$ cat src/rtl/msp_pkg.sv
// Constants and carrier types of the multi-master two-wire serial port.
//=============================================================================
// Behaviour
// - Sleeping slave keeps receiving, wakes on events.
// - Reset disables the port, abandons transfer.
// - Reset or disable clears start and stop flags.
// - Enabled interrupt fires on any Stop, busy or idle.
// - Hardware compares SDA to intended level.
// - Arbitration checked in phases 1 to 3, not in phase 0 or the TX ack slot.
// - A one is sent by releasing SDA.
// - Collision is expected one sampled low.
// - SDA stays stable while SCL is high.
// - Collision sets flag, returns port idle.
// - Collision stops byte, clears full flag.
// - Collision aborts condition, clears its control bits.
// - After collision, a Stop sets event flag.
// - New buffer write starts at first bit.
package msp_pkg;

	//=========================================================================
	// Timing.
	localparam int CLK_PERIOD_NS = 8;
	localparam int T_QTR_NS = 2500;
	localparam int QTR_CYC = (T_QTR_NS + CLK_PERIOD_NS - 1) / CLK_PERIOD_NS;
	localparam logic [8:0] QTR_LAST = 9'(QTR_CYC - 1);
	localparam logic [8:0] CHK_DLY = 9'h004;

	//=========================================================================
	// Register offsets.
	localparam logic [7:0] REG_CTRL = 8'h00;
	localparam logic [7:0] REG_COND = 8'h04;
	localparam logic [7:0] REG_STAT = 8'h08;
	localparam logic [7:0] REG_BUF = 8'h0c;
	localparam logic [7:0] REG_IST = 8'h10;
	localparam logic [7:0] REG_IMSK = 8'h14;

	//=========================================================================
	// Field layouts.
	localparam int CTRL_EN = 0;
	localparam int COND_W = 5;
	localparam int COND_SEN = 0;
	localparam int COND_RSEN = 1;
	localparam int COND_PEN = 2;
	localparam int COND_ACKEN = 3;
	localparam int COND_ACKDT = 4;
	localparam logic [4:0] CLR_START = 5'h03;
	localparam logic [4:0] CLR_STOP = 5'h04;
	localparam logic [4:0] CLR_ACK = 5'h08;
	localparam int IRQ_W = 2;
	localparam int IRQ_EV = 0;
	localparam int IRQ_BCOL = 1;

	//=========================================================================
	// Sequencing counts.
	localparam logic [3:0] ACK_SLOT = 4'h8;
	localparam logic [3:0] LAST_DATA = 4'h7;
	localparam logic [3:0] SLV_ACK = 4'h8;
	localparam logic [3:0] SLV_END = 4'h9;
	localparam logic [1:0] PH_0 = 2'h0;
	localparam logic [1:0] PH_1 = 2'h1;
	localparam logic [1:0] PH_2 = 2'h2;
	localparam logic [1:0] PH_3 = 2'h3;

	//=========================================================================
	// Types.
	typedef enum logic [2:0] {
		M_IDLE,
		M_START,
		M_STOP,
		M_TX,
		M_ACKGEN
	} msp_mst_e;

	typedef struct packed {
		logic [7:0] addr;
		logic [31:0] wdata;
		logic wr;
		logic rd;
	} msp_req_s;

	typedef struct packed {
		logic addressed;
		logic ackstat;
		logic busy;
		logic buffer_full;
		logic stop_seen;
		logic start_seen;
	} msp_stat_s;

endpackage : msp_pkg

$ cat src/rtl/msp_sync.sv
// Two-stage synchroniser for one pin input.
`timescale 1ns/10ps
`default_nettype none

module msp_sync
	import msp_pkg::*;
(
	input wire logic clock_i,
	input wire logic rst_i,
	input wire logic pin_i,
	output logic sync_o
);

	logic meta;

	always_ff @(posedge clock_i) begin
		if (rst_i) begin
			meta <= 1'b1;
			sync_o <= 1'b1;
		end else begin
			meta <= pin_i;
			sync_o <= meta;
		end
	end

endmodule : msp_sync

`default_nettype wire

$ cat src/rtl/msp_cond_det.sv
// Start, Stop and clock edge detector on the synchronised lines.
`timescale 1ns/10ps
`default_nettype none

module msp_cond_det
	import msp_pkg::*;
(
	input wire logic clock_i,
	input wire logic rst_i,
	input wire logic scl_i,
	input wire logic sda_i,
	output logic start_o,
	output logic stop_o,
	output logic rise_o,
	output logic fall_o
);

	logic scl_q;
	logic sda_q;

	always_ff @(posedge clock_i) begin
		if (rst_i) begin
			scl_q <= 1'b1;
			sda_q <= 1'b1;
		end else begin
			scl_q <= scl_i;
			sda_q <= sda_i;
		end
	end

	// Conditions are seen whether or not this port masters the bus.
	assign start_o = scl_i && scl_q && sda_q && !sda_i;
	assign stop_o = scl_i && scl_q && !sda_q && sda_i;
	assign rise_o = scl_i && !scl_q;
	assign fall_o = !scl_i && scl_q;

endmodule : msp_cond_det

`default_nettype wire

$ cat src/rtl/msp_i2c_mm.sv
// Multi-master two-wire serial port with arbitration and collision recovery.
`timescale 1ns/10ps
`default_nettype none

module msp_i2c_mm
	import msp_pkg::*;
(
	input wire logic clock_i,
	input wire logic rst_i,
	input wire msp_req_s req_i,
	input wire logic sleep_i,
	input wire logic scl_i,
	input wire logic sda_i,
	output logic [31:0] rdata_o,
	output logic scl_o,
	output logic scl_oe_o,
	output logic sda_o,
	output logic sda_oe_o,
	output logic irq_o,
	output logic wake_o
);

	logic scl_s, sda_s, start_p, stop_p, scl_rise, scl_fall;
	logic enable;
	logic [6:0] own_addr;
	logic [COND_W-1:0] cond, cond_clr;
	logic [IRQ_W-1:0] imsk, ist, sets;
	logic start_seen, stop_seen, bf, ackstat;
	logic [7:0] shreg, rx_sh, rx_byte;
	msp_mst_e m_state;
	logic [1:0] ph, next_ph;
	logic [8:0] cnt;
	logic [3:0] bit_cnt, s_cnt;
	logic s_active, s_first, s_addressed, slv_ack, s_ev;
	logic tick, op_end, shift_en, collision, nxt_bit, next_sda, next_scl;
	msp_stat_s stat;

	//=========================================================================
	// Line synchronisers and condition detector.
	msp_sync u_scl_sync (.clock_i(clock_i), .rst_i(rst_i), .pin_i(scl_i),
		.sync_o(scl_s));
	msp_sync u_sda_sync (.clock_i(clock_i), .rst_i(rst_i), .pin_i(sda_i),
		.sync_o(sda_s));
	msp_cond_det u_det (.clock_i(clock_i), .rst_i(rst_i), .scl_i(scl_s),
		.sda_i(sda_s), .start_o(start_p), .stop_o(stop_p),
		.rise_o(scl_rise), .fall_o(scl_fall));

	//=========================================================================
	// Master sequencing terms.
	assign tick = (cnt == QTR_LAST) && !(ph == PH_1 && !scl_s);
	assign op_end = tick && ph == PH_3 && m_state != M_IDLE &&
		(m_state != M_TX || bit_cnt == ACK_SLOT);
	assign shift_en = tick && ph == PH_3 && m_state == M_TX &&
		bit_cnt != ACK_SLOT;
	assign nxt_bit = (m_state == M_TX && bit_cnt < LAST_DATA) ?
		shreg[6] : 1'b1;
	// A released line that reads low while the clock is high is lost.
	assign collision = m_state != M_IDLE && !sda_oe_o && scl_s && !sda_s &&
		cnt >= CHK_DLY && ph != PH_0 &&
		!(m_state == M_TX && bit_cnt == ACK_SLOT);

	always_comb begin
		next_ph = ph + PH_1;
		next_sda = sda_oe_o;
		next_scl = scl_oe_o;
		case (m_state)
			M_START: begin
				if (next_ph == PH_1) next_scl = 1'b0;
				else if (next_ph == PH_2) next_sda = 1'b1;
				else if (next_ph == PH_3) next_scl = 1'b1;
			end
			M_STOP: begin
				if (next_ph == PH_1) next_scl = 1'b0;
				else if (next_ph == PH_2) next_sda = 1'b0;
			end
			default: begin
				if (next_ph == PH_1) next_scl = 1'b0;
				else if (next_ph == PH_3) next_scl = 1'b1;
				else if (next_ph == PH_0) next_sda = !nxt_bit;
			end
		endcase
		case (m_state)
			M_START: cond_clr = op_end ? CLR_START : '0;
			M_STOP: cond_clr = op_end ? CLR_STOP : '0;
			M_ACKGEN: cond_clr = op_end ? CLR_ACK : '0;
			default: cond_clr = '0;
		endcase
	end

	//=========================================================================
	// Master state machine.
	always_ff @(posedge clock_i) begin
		if (rst_i || !enable || collision) begin
			m_state <= M_IDLE;
			ph <= PH_0;
			cnt <= '0;
			bit_cnt <= '0;
			sda_oe_o <= 1'b0;
			scl_oe_o <= 1'b0;
			if (rst_i) ackstat <= 1'b0;
		end else if (m_state == M_IDLE) begin
			cnt <= '0;
			ph <= PH_0;
			bit_cnt <= '0;
			sda_oe_o <= slv_ack;
			if (cond[COND_SEN] || cond[COND_RSEN]) begin
				m_state <= M_START;
				sda_oe_o <= 1'b0;
			end else if (cond[COND_PEN]) begin
				m_state <= M_STOP;
				sda_oe_o <= 1'b1;
			end else if (cond[COND_ACKEN]) begin
				m_state <= M_ACKGEN;
				sda_oe_o <= !cond[COND_ACKDT];
			end else if (bf) begin
				m_state <= M_TX;
				sda_oe_o <= !shreg[7];
			end
		end else if (cnt != QTR_LAST) begin
			cnt <= cnt + 9'h001;
		end else if (tick) begin
			cnt <= '0;
			ph <= next_ph;
			sda_oe_o <= next_sda;
			scl_oe_o <= next_scl;
			if (ph == PH_2 && m_state == M_TX && bit_cnt == ACK_SLOT)
				ackstat <= sda_s;
			if (ph == PH_3) begin
				if (m_state == M_TX && bit_cnt != ACK_SLOT)
					bit_cnt <= bit_cnt + 4'h1;
				else
					m_state <= M_IDLE;
			end
		end
	end

	always_ff @(posedge clock_i) begin
		scl_o <= 1'b0;
		sda_o <= 1'b0;
	end

	//=========================================================================
	// Transfer buffer and buffer-full flag.
	always_ff @(posedge clock_i) begin
		if (rst_i || !enable || collision) begin
			bf <= 1'b0;
			shreg <= '0;
		end else if (req_i.wr && req_i.addr == REG_BUF && !bf) begin
			shreg <= req_i.wdata[7:0];
			bf <= 1'b1;
		end else if (shift_en) begin
			shreg <= {shreg[6:0], 1'b0};
		end else if (op_end && m_state == M_TX) begin
			bf <= 1'b0;
		end
	end

	//=========================================================================
	// Control registers.
	always_ff @(posedge clock_i) begin
		if (rst_i) begin
			enable <= 1'b0;
			own_addr <= '0;
			imsk <= '0;
		end else if (req_i.wr && req_i.addr == REG_CTRL) begin
			enable <= req_i.wdata[CTRL_EN];
			own_addr <= req_i.wdata[CTRL_EN+7:CTRL_EN+1];
		end else if (req_i.wr && req_i.addr == REG_IMSK) begin
			imsk <= req_i.wdata[IRQ_W-1:0];
		end
	end

	always_ff @(posedge clock_i) begin
		if (rst_i || !enable || collision) begin
			cond <= '0;
		end else if (req_i.wr && req_i.addr == REG_COND) begin
			cond <= req_i.wdata[COND_W-1:0];
		end else begin
			cond <= cond & ~cond_clr;
		end
	end

	//=========================================================================
	// Bus activity flags.
	always_ff @(posedge clock_i) begin
		if (rst_i || !enable) begin
			start_seen <= 1'b0;
			stop_seen <= 1'b0;
		end else if (start_p) begin
			start_seen <= 1'b1;
			stop_seen <= 1'b0;
		end else if (stop_p) begin
			stop_seen <= 1'b1;
			start_seen <= 1'b0;
		end
	end

	//=========================================================================
	// Slave receiver, which keeps running while the core sleeps.
	always_ff @(posedge clock_i) begin
		if (rst_i || !enable) begin
			s_active <= 1'b0;
			s_first <= 1'b0;
			s_addressed <= 1'b0;
			s_cnt <= '0;
			rx_sh <= '0;
			rx_byte <= '0;
			slv_ack <= 1'b0;
			s_ev <= 1'b0;
		end else begin
			s_ev <= 1'b0;
			if (start_p) begin
				s_active <= 1'b1;
				s_first <= 1'b1;
				s_addressed <= 1'b0;
				s_cnt <= '0;
				slv_ack <= 1'b0;
			end else if (stop_p) begin
				s_active <= 1'b0;
				s_addressed <= 1'b0;
				slv_ack <= 1'b0;
			end else if (s_active && m_state == M_IDLE && !scl_oe_o) begin
				if (scl_rise && s_cnt < SLV_ACK) begin
					rx_sh <= {rx_sh[6:0], sda_s};
					s_cnt <= s_cnt + 4'h1;
				end else if (scl_fall && s_cnt == SLV_ACK) begin
					s_cnt <= SLV_END;
					if (s_first) begin
						s_addressed <= rx_sh[7:1] == own_addr;
						slv_ack <= rx_sh[7:1] == own_addr;
						s_ev <= rx_sh[7:1] == own_addr;
					end else if (s_addressed) begin
						rx_byte <= rx_sh;
						slv_ack <= 1'b1;
						s_ev <= 1'b1;
					end
				end else if (scl_fall && s_cnt == SLV_END) begin
					slv_ack <= 1'b0;
					s_cnt <= '0;
					s_first <= 1'b0;
				end
			end
		end
	end

	//=========================================================================
	// Interrupt status, mask, output and wake.
	assign sets[IRQ_EV] = enable && (stop_p || s_ev || op_end);
	assign sets[IRQ_BCOL] = collision;

	always_ff @(posedge clock_i) begin
		if (rst_i) begin
			ist <= '0;
		end else if (req_i.wr && req_i.addr == REG_IST) begin
			ist <= (ist & ~req_i.wdata[IRQ_W-1:0]) | sets;
		end else begin
			ist <= ist | sets;
		end
	end

	always_ff @(posedge clock_i) begin
		if (rst_i) irq_o <= 1'b0;
		else irq_o <= |(ist & imsk);
	end

	always_ff @(posedge clock_i) begin
		if (rst_i || !sleep_i) wake_o <= 1'b0;
		else if (s_ev && imsk[IRQ_EV]) wake_o <= 1'b1;
	end

	//=========================================================================
	// Register read port.
	assign stat = '{addressed: s_addressed, ackstat: ackstat,
		busy: m_state != M_IDLE, buffer_full: bf,
		stop_seen: stop_seen, start_seen: start_seen};

	always_ff @(posedge clock_i) begin
		if (rst_i || !req_i.rd) rdata_o <= '0;
		else if (req_i.addr == REG_CTRL) rdata_o <= 32'({own_addr, enable});
		else if (req_i.addr == REG_COND) rdata_o <= 32'(cond);
		else if (req_i.addr == REG_STAT) rdata_o <= 32'(stat);
		else if (req_i.addr == REG_BUF) rdata_o <= 32'(rx_byte);
		else if (req_i.addr == REG_IST) rdata_o <= 32'(ist);
		else if (req_i.addr == REG_IMSK) rdata_o <= 32'(imsk);
		else rdata_o <= '0;
	end

	//=========================================================================
	// Assertions.
	property p_bcol_set;
		@(posedge clock_i) disable iff (rst_i) collision |=> ist[IRQ_BCOL];
	endproperty
	a_bcol_set: assert property (p_bcol_set) else $error("collision lost");

	property p_col_idle;
		@(posedge clock_i) disable iff (rst_i)
		collision |=> m_state == M_IDLE && !scl_oe_o && !sda_oe_o;
	endproperty
	a_col_idle: assert property (p_col_idle) else $error("not idle");

	property p_col_bf;
		@(posedge clock_i) disable iff (rst_i) collision |=> !bf;
	endproperty
	a_col_bf: assert property (p_col_bf) else $error("full kept");

	property p_col_cond;
		@(posedge clock_i) disable iff (rst_i) collision |=> cond == '0;
	endproperty
	a_col_cond: assert property (p_col_cond) else $error("cond kept");

	property p_dis_flags;
		@(posedge clock_i) disable iff (rst_i)
		!enable |=> !start_seen && !stop_seen && m_state == M_IDLE;
	endproperty
	a_dis_flags: assert property (p_dis_flags) else $error("flags kept");

	property p_stop_ev;
		@(posedge clock_i) disable iff (rst_i)
		enable && stop_p |=> ist[IRQ_EV] ##1 (irq_o || !imsk[IRQ_EV]);
	endproperty
	a_stop_ev: assert property (p_stop_ev) else $error("stop missed");

	property p_bcol_sticky;
		@(posedge clock_i) disable iff (rst_i)
		ist[IRQ_BCOL] && !(req_i.wr && req_i.addr == REG_IST &&
			req_i.wdata[IRQ_BCOL]) |=> ist[IRQ_BCOL];
	endproperty
	a_bcol_sticky: assert property (p_bcol_sticky) else $error("bcol lost");

	property p_one_release;
		@(posedge clock_i) disable iff (rst_i)
		m_state == M_TX && ph != PH_0 && bit_cnt < ACK_SLOT &&
			$past(shift_en) == 1'b0 && shreg[7] |-> !sda_oe_o;
	endproperty
	a_one_release: assert property (p_one_release) else $error("one driven");

	property p_sda_stable;
		@(posedge clock_i) disable iff (rst_i)
		m_state != M_IDLE && scl_s && $stable(m_state) && ph != PH_0 &&
			m_state != M_STOP && m_state != M_START |=> $stable(sda_oe_o) ||
			collision || m_state == M_IDLE;
	endproperty
	a_sda_stable: assert property (p_sda_stable) else $error("sda moved");

	property p_wake;
		@(posedge clock_i) disable iff (rst_i)
		sleep_i && s_ev && imsk[IRQ_EV] |=> wake_o || !sleep_i;
	endproperty
	a_wake: assert property (p_wake) else $error("no wake");

	property p_first_bit;
		@(posedge clock_i) disable iff (rst_i)
		m_state == M_IDLE && bf && cond == '0 && enable && !collision
			|=> m_state == M_TX && bit_cnt == '0;
	endproperty
	a_first_bit: assert property (p_first_bit) else $error("bad bit");

	c_collision: cover property (@(posedge clock_i) disable iff (rst_i)
		collision);
	c_byte_done: cover property (@(posedge clock_i) disable iff (rst_i)
		op_end && m_state == M_TX);
	c_slave_ev: cover property (@(posedge clock_i) disable iff (rst_i) s_ev);
	c_stop_after_col: cover property (@(posedge clock_i) disable iff (rst_i)
		ist[IRQ_BCOL] && stop_p);

endmodule : msp_i2c_mm

`default_nettype wire

$ cat config.mk
export PLATFORM = sky130hd
export DESIGN_NAME = msp_i2c_mm
export DESIGN_NICKNAME = d
export VERILOG_FILES = /design/src/rtl/msp_pkg.sv /design/src/rtl/msp_sync.sv /design/src/rtl/msp_cond_det.sv /design/src/rtl/msp_i2c_mm.sv
export SDC_FILE = /design/constraint.sdc
export NUM_CORES = 1
export LEC_CHECK = 0
export BUFFER_PORTS_ARGS = -buffer_cell sky130_fd_sc_hd__buf_2
export CORE_MARGIN = 4
export CORE_UTILIZATION = 50
export CTS_BUF_LIST = sky130_fd_sc_hd__clkbuf_4 sky130_fd_sc_hd__clkbuf_8
export DETAILED_ROUTE_END_ITERATION = 16
export MAX_ROUTING_LAYER = met4
export PLACE_DENSITY = 0.79
export SLEW_MARGIN = 20
export SYNTH_ARGS = -nofsm -noshare
export SYNTH_HDL_FRONTEND = slang
export SYNTH_SLANG_ARGS = --single-unit
$ cat constraint.sdc
create_clock -name clock_i -period 7.6 [get_ports clock_i]
set_clock_uncertainty 0.1 [all_clocks]
set_input_delay 0.76 -clock clock_i [delete_from_list [all_inputs] [get_ports clock_i]]
set_output_delay 0.76 -clock clock_i [all_outputs]
set_load 0.1 [all_outputs]
---- Word-level counts from Yosys, hierarchy flattened ----
Cells that the tools add are included.
operators by class
  add/sub/neg operators ................... 4
  order comparisons ....................... 3
  equal/unequal tests ..................... 40
  mux-type cells .......................... 72
  bitwise logic cells ..................... 16
  reduce and logical (&&, ||, !) cells .... 100
operators with widths
  kind                   number
  $mux W8                6
  $mux W1                42
  $logic_and A1 B1 Y1    39
  $mux W3                10
  $reduce_bool A2 Y1     12
  $reduce_and A5 Y1      4
  $mux W9                2
  $eq A8 B4 Y1 const B   2
  $eq A8 B5 Y1 const B   2
  $mux W4                4
  $reduce_and A4 Y1      4
  $logic_not A1 Y1       15
  $reduce_and A7 Y1      2
  $eq A4 B4 Y1 const B   3
  $ne A2 B2 Y1 const B   6
  $ne A3 B3 Y1 const B   4
  $pmux W4 S3            1
  $reduce_or A6 Y1       2
  $ne A2 B1 Y1 const B   5
  $add A9 B1 Y9 const B  1
  $eq A9 B9 Y1 const B   1
  $ge A9 B3 Y1 const B   1
  $ne A9 B9 Y1 const B   1
  $not A1 Y1             9
  other kinds (33)       57
word-level totals
  bits in registers ....................... 113
  input bits .............................. 47
  logic and storage cells ................. 268

---- Depth between registers and ports, before layout ----
  word-level depth ........................ 12
  depth in mapped cells ................... 8
  mapped depth without buffers ............ 7

---- By module ----
From an unflattened synthesis, not the netlist that was laid out.
second synthesis, totals
  cells, all modules ...................... 511
  area total of the unflattened synthesis .. 4,486.8 um^2
by module, submodules not included
  module        instances  cells an instance  area an instance (um^2)  sequential area each (um^2)
  msp_i2c_mm    1          495                4,296.6                  1,671.6
  msp_sync      2          4                  52.6                     40.0
  msp_cond_det  1          8                  85.1                     40.0

---- Least setup slack after synthesis ----
Ideal clock, no wire load.
  path kind ............................... flip-flop to flip-flop
  start point ............................. register sda_oe_o
  end point ............................... register ackstat, data pin
  library setup time ...................... 0.265 ns
  data arrival time ....................... 2.096 ns
  required time ........................... 7.235 ns
  setup slack ............................. 5.140 ns
  stages on the path, launching flop included .. 7
  period minus slack after synthesis ...... 2.460 ns
  cells stage by stage .................... dfxtp_1 > nor4b_1 > o311a_1 > a21o_1 > clkbuf_1 > clkbuf_1 > nor2_1
between the ends
  cells in the longest elaborated chain, start to end .. 9
ends and longest elaborated chain
  item                              line               RTL
  start, declared                   msp_i2c_mm.sv:18   output logic sda_oe_o,
  start signal, assigned            msp_i2c_mm.sv:105  sda_oe_o <= slv_ack;
  start signal, assigned            msp_i2c_mm.sv:114  sda_oe_o <= !cond[COND_ACKDT];
  start signal, assigned            msp_i2c_mm.sv:117  sda_oe_o <= !shreg[7];
  $logic_not A1 Y1                  msp_i2c_mm.sv:58   assign collision = m_state != M_IDLE && !sda_oe_o && scl_s && !sda_s &&
  $logic_and A1 B1 Y1 (4 in a row)  msp_i2c_mm.sv:58
  $logic_and A1 B1 Y1 (2 in a row)  msp_i2c_mm.sv:59   cnt >= CHK_DLY && ph != PH_0 &&
  $logic_or A1 B1 Y1                msp_i2c_mm.sv:93   if (rst_i || !enable || collision) begin
  $mux W1                           msp_i2c_mm.sv:93
  end signal, assigned              msp_i2c_mm.sv:127  ackstat <= sda_s;
  end, declared                     msp_i2c_mm.sv:28   logic start_seen, stop_seen, bf, ackstat;
Every way passes these cells.
A chain may end at the register's enable or synchronous reset.

---- Worst setup path in the final report ----
  start point ............................. register ph[0]
  end point ............................... register sda_oe_o
between the ends
  elaborated cells on any way between the ends .. 20
  classes of those cells .................. add/sub (1); eq/ne (8); reduce/logical (11)
RTL lines
  item                                                  line               RTL
  start, declared                                       msp_i2c_mm.sv:31   logic [1:0] ph, next_ph;
  start signal, assigned                                msp_i2c_mm.sv:123  ph <= next_ph;
  $add A2 B1 Y2 *                                       msp_i2c_mm.sv:63   next_ph = ph + PH_1;
  net next_ph[0]                                        msp_i2c_mm.sv:31
  $eq A2 B2 Y1, or another cell as far along            msp_i2c_mm.sv:78   else if (next_ph == PH_3) next_scl = 1'b1;
  $ne A4 B1 Y1 (no line), or another cell as far along  n/a
  $reduce_and A7 Y1 (no line) *                         n/a
The timed path passes the listed nets; every way through them passes the cells marked *.

==> flow_metrics.py <==
metrics = {
    "route": {
        "top_layer_used": "met4",
        "wire_per_inst_um": 15.2,
        "route.met2.wl_um": 4960,
        "via_count": 3784,
        "wl_met3_um": 563,
        "drt-initial-drc-count": 176,
        "met1_length_um": 4480,
        "vias_per_cell": 5.65,
        "wirelength_um": 10200,
        "drt_first_pass_iters": 5,
        "drc_errors": 0,
        "ant_nets": 0,
    },
    "layout": {
        "final_layout_size_suffix_gt1_share_pct": 13.0,
        "finalNetCount": 617,
        "synthToLayoutAreaGrowth_pct": 9.37,
        "final_cell_mix": "dfxtp_1, nor2_1, nand2_1, buf_2, mux2i_1",
        "antenna_cells": 0,
        "final_common_cell": "dfxtp_1",
        "final_cells": 670,
    },
    "outcome": {
        "status": "completed",
    },
    "floorplan": {
        "die_y_um": 103,
        "die_w_um": 103,
        "start_util_pct": 51.5,
        "pin_count": 85,
        "fp.dieArea_um2": 10600,
        "num_rows": 34,
        "fp.coreArea_um2": 8760,
    },
    "sta": {
        "worstMarginPinSlew_ps": 912,
        "finalCritPeriodShare_pct": 35.9,
        "slew_headroom_pct": 39.1,
        "final_hold_viol_count": 0,
        "setup_tns_ps": 0,
        "report.final.slew_viol_count": 0,
        "setup_viol": 0,
        "period_needed_ps": 2730,
        "rsz0062_at_grt": "no",
        "timing.fmax_ghz": 0.366,
    },
    "critical_path": {
        "setup.worst_path.start": "ph[0]",
        "crit_end": "sda_oe_o",
        "worst-setup-path-type": "reg -> reg",
        "worstReg2RegStart": "ph[0]",
        "crit_path_start_kind": "flip-flop",
        "crit_required_ps": 7760,
        "worst_r2r_endpoint": "sda_oe_o",
        "ff2ff_setup_slack_ps": 4870,
        "rr_worst_depth": 7,
        "worstPathArrival_ps": 2890,
        "cp-end-kind": "flip-flop",
        "cp_max_fo": 21,
    },
    "clock_tree": {
        "clockBufferDepth": 2,
        "cts_tree": "yes",
        "clock_latency_ps": 370,
        "cts.sinks": 89,
        "cts_hold_buf": 0,
        "numCtsBuffers": 9,
        "post_cts.repair.setup_buffers": 0,
        "clkSlewWorstSetupHoldPaths_ps": 90,
        "ctsRootBufferMaster": "clkbuf_8",
        "ctsResizeCount": 0,
        "htreeDepth": 3,
    },
    "placed_design": {
        "gp_congestion": 0.901,
        "io_buffers": 34,
        "hpwl_um": 7570,
        "dpl.cell_count": 654,
    },
    "pwr": {
        "ir_drop_mv": 0.104,
        "power_density_nw_per_um2": 201,
        "leakagePower_nw": 1.93,
    },
    "logic_synthesis": {
        "ys_ff_latch": 89,
        "synth-edff-count": 1,
        "synth_flop_cell": "dfxtp_1",
        "netlist_instances": 528,
        "postSynth.asyncResetShare_pct": 0,
        "syn_area_per_cell_um2": 8.55,
        "yosysTopAreaCellShare_pct": 39.0,
        "yosysSeqAreaShare_pct": 39.7,
        "netlist_area_um2": 4510,
        "ys.warnings.count": 0,
        "yosys.area.top_type": "dfxtp_1",
        "ys_types": 61,
        "yosys-top-cells-area": "dfxtp_1, mux2i_1, nor2_1",
    },
    "global_routing": {
        "grt_remaining_overflow": 0,
        "grt_max_degree": 22,
        "grt_pass1_vias": 3632,
        "grt_pass1_wl_um": 17000,
        "track_usage_pct": 20.8,
        "antenna_found_initial": 0,
    },
    "run": {
        "cap_viol_max_count": 0,
    },
    "worst_hold_path": {
        "hold_path.class": "reg -> reg",
    },
}
[registers in the layout (all words and copies together), names as in the netlist, 2 cells and up]
signal / cells
imsk: 2
rx_byte: 8
ph: 2
ist: 2
bit_cnt: 4
s_cnt: 4
rdata_o: 8
shreg: 8
m_state: 3
cnt: 9
cond: 5
rx_sh: 8
own_addr: 7
[cells by family after synthesis]
family / synth area share [%]
other cells: 0.0831
xor+xnor: 3.10
buf+inv: 7.18
flops: 39.7
fa+ha+maj: 3.60
compound gates: 12.1
simple gates: 26.2
mux: 8.09
[metrics by stage]
step | hold WS, ps | utilization (%) | total power [mW] | instance area (um2) | worst slack [ps]
after floorplan | 289 | - | 0.558 | 4610 | 5140
after global placement | 297 | 53.2 | 0.559 | 4660 | 4640
after detailed placement | 298 | 53.2 | 0.560 | 4660 | 4620
after CTS | 319 | 56.3 | 0.996 | 4940 | 4860
after global routing | 340 | 56.3 | 1.02 | 4940 | 4720
final | 315 | 56.3 | 0.990 | 4940 | 4870
[Yosys cell counts (all sizes together), types with 6 or more instances]
| cell type | count |
|---|---|
| a21oi | 25 |
| nor3 | 18 |
| buf | 27 |
| inv | 18 |
| nor4 | 6 |
| mux2i | 32 |
| nand2b | 6 |
| nand4 | 6 |
| clkbuf | 15 |
| ha | 13 |
| xnor2 | 12 |
| dfxtp | 88 |
| a311oi | 7 |
| nor2 | 71 |
| nand2 | 49 |
| or2 | 8 |
| o21ai | 22 |
| nand3 | 25 |
[area by class of cell]
class,instances,area (um2)
Sequential cell,89,1790
Fill cell,795,3830
Clock inverter,7,149
Timing Repair Buffer,35,178
Tap cell,108,135
Inverter,18,67.6
Multi-Input combinational cell,404,2490
Clock buffer,9,124
[how the worst min path moves through the flow]
stage	from	to	cells past startpoint
3_5_place_dp	u_sda_sync.meta	u_sda_sync.sync_o	1
2_1_floorplan	u_scl_sync.meta	u_scl_sync.sync_o	1
3_3_place_gp	u_scl_sync.meta	u_scl_sync.sync_o	1
6_report	u_sda_sync.meta	u_sda_sync.sync_o	1
5_1_grt	u_scl_sync.meta	u_scl_sync.sync_o	1
4_1_cts	u_sda_sync.meta	u_sda_sync.sync_o	1
[per-layer routing]
layer  GRT usage [%]  up-vias
met2            34.1      121
met4            7.07        0
met1            25.3     1786
met5               -        -
li1                -     1860
met3            4.33       17
[worst max-delay path, cell delays in order (launching register included)]
cell,delay (ps)
dfxtp_1,490
inv_1,140
ha_1,270
nor4b_1,410
o311a_1,270
a21o_1,570
a21oi_1,90
mux2_2,280
[report_power, final]
part	switching, mW	internal [mW]
combinational	0.0711	0.00896
clock	0.184	0.256
sequential	0.00147	0.468
total	0.257	0.734
(Power assumes the default switching activity.)
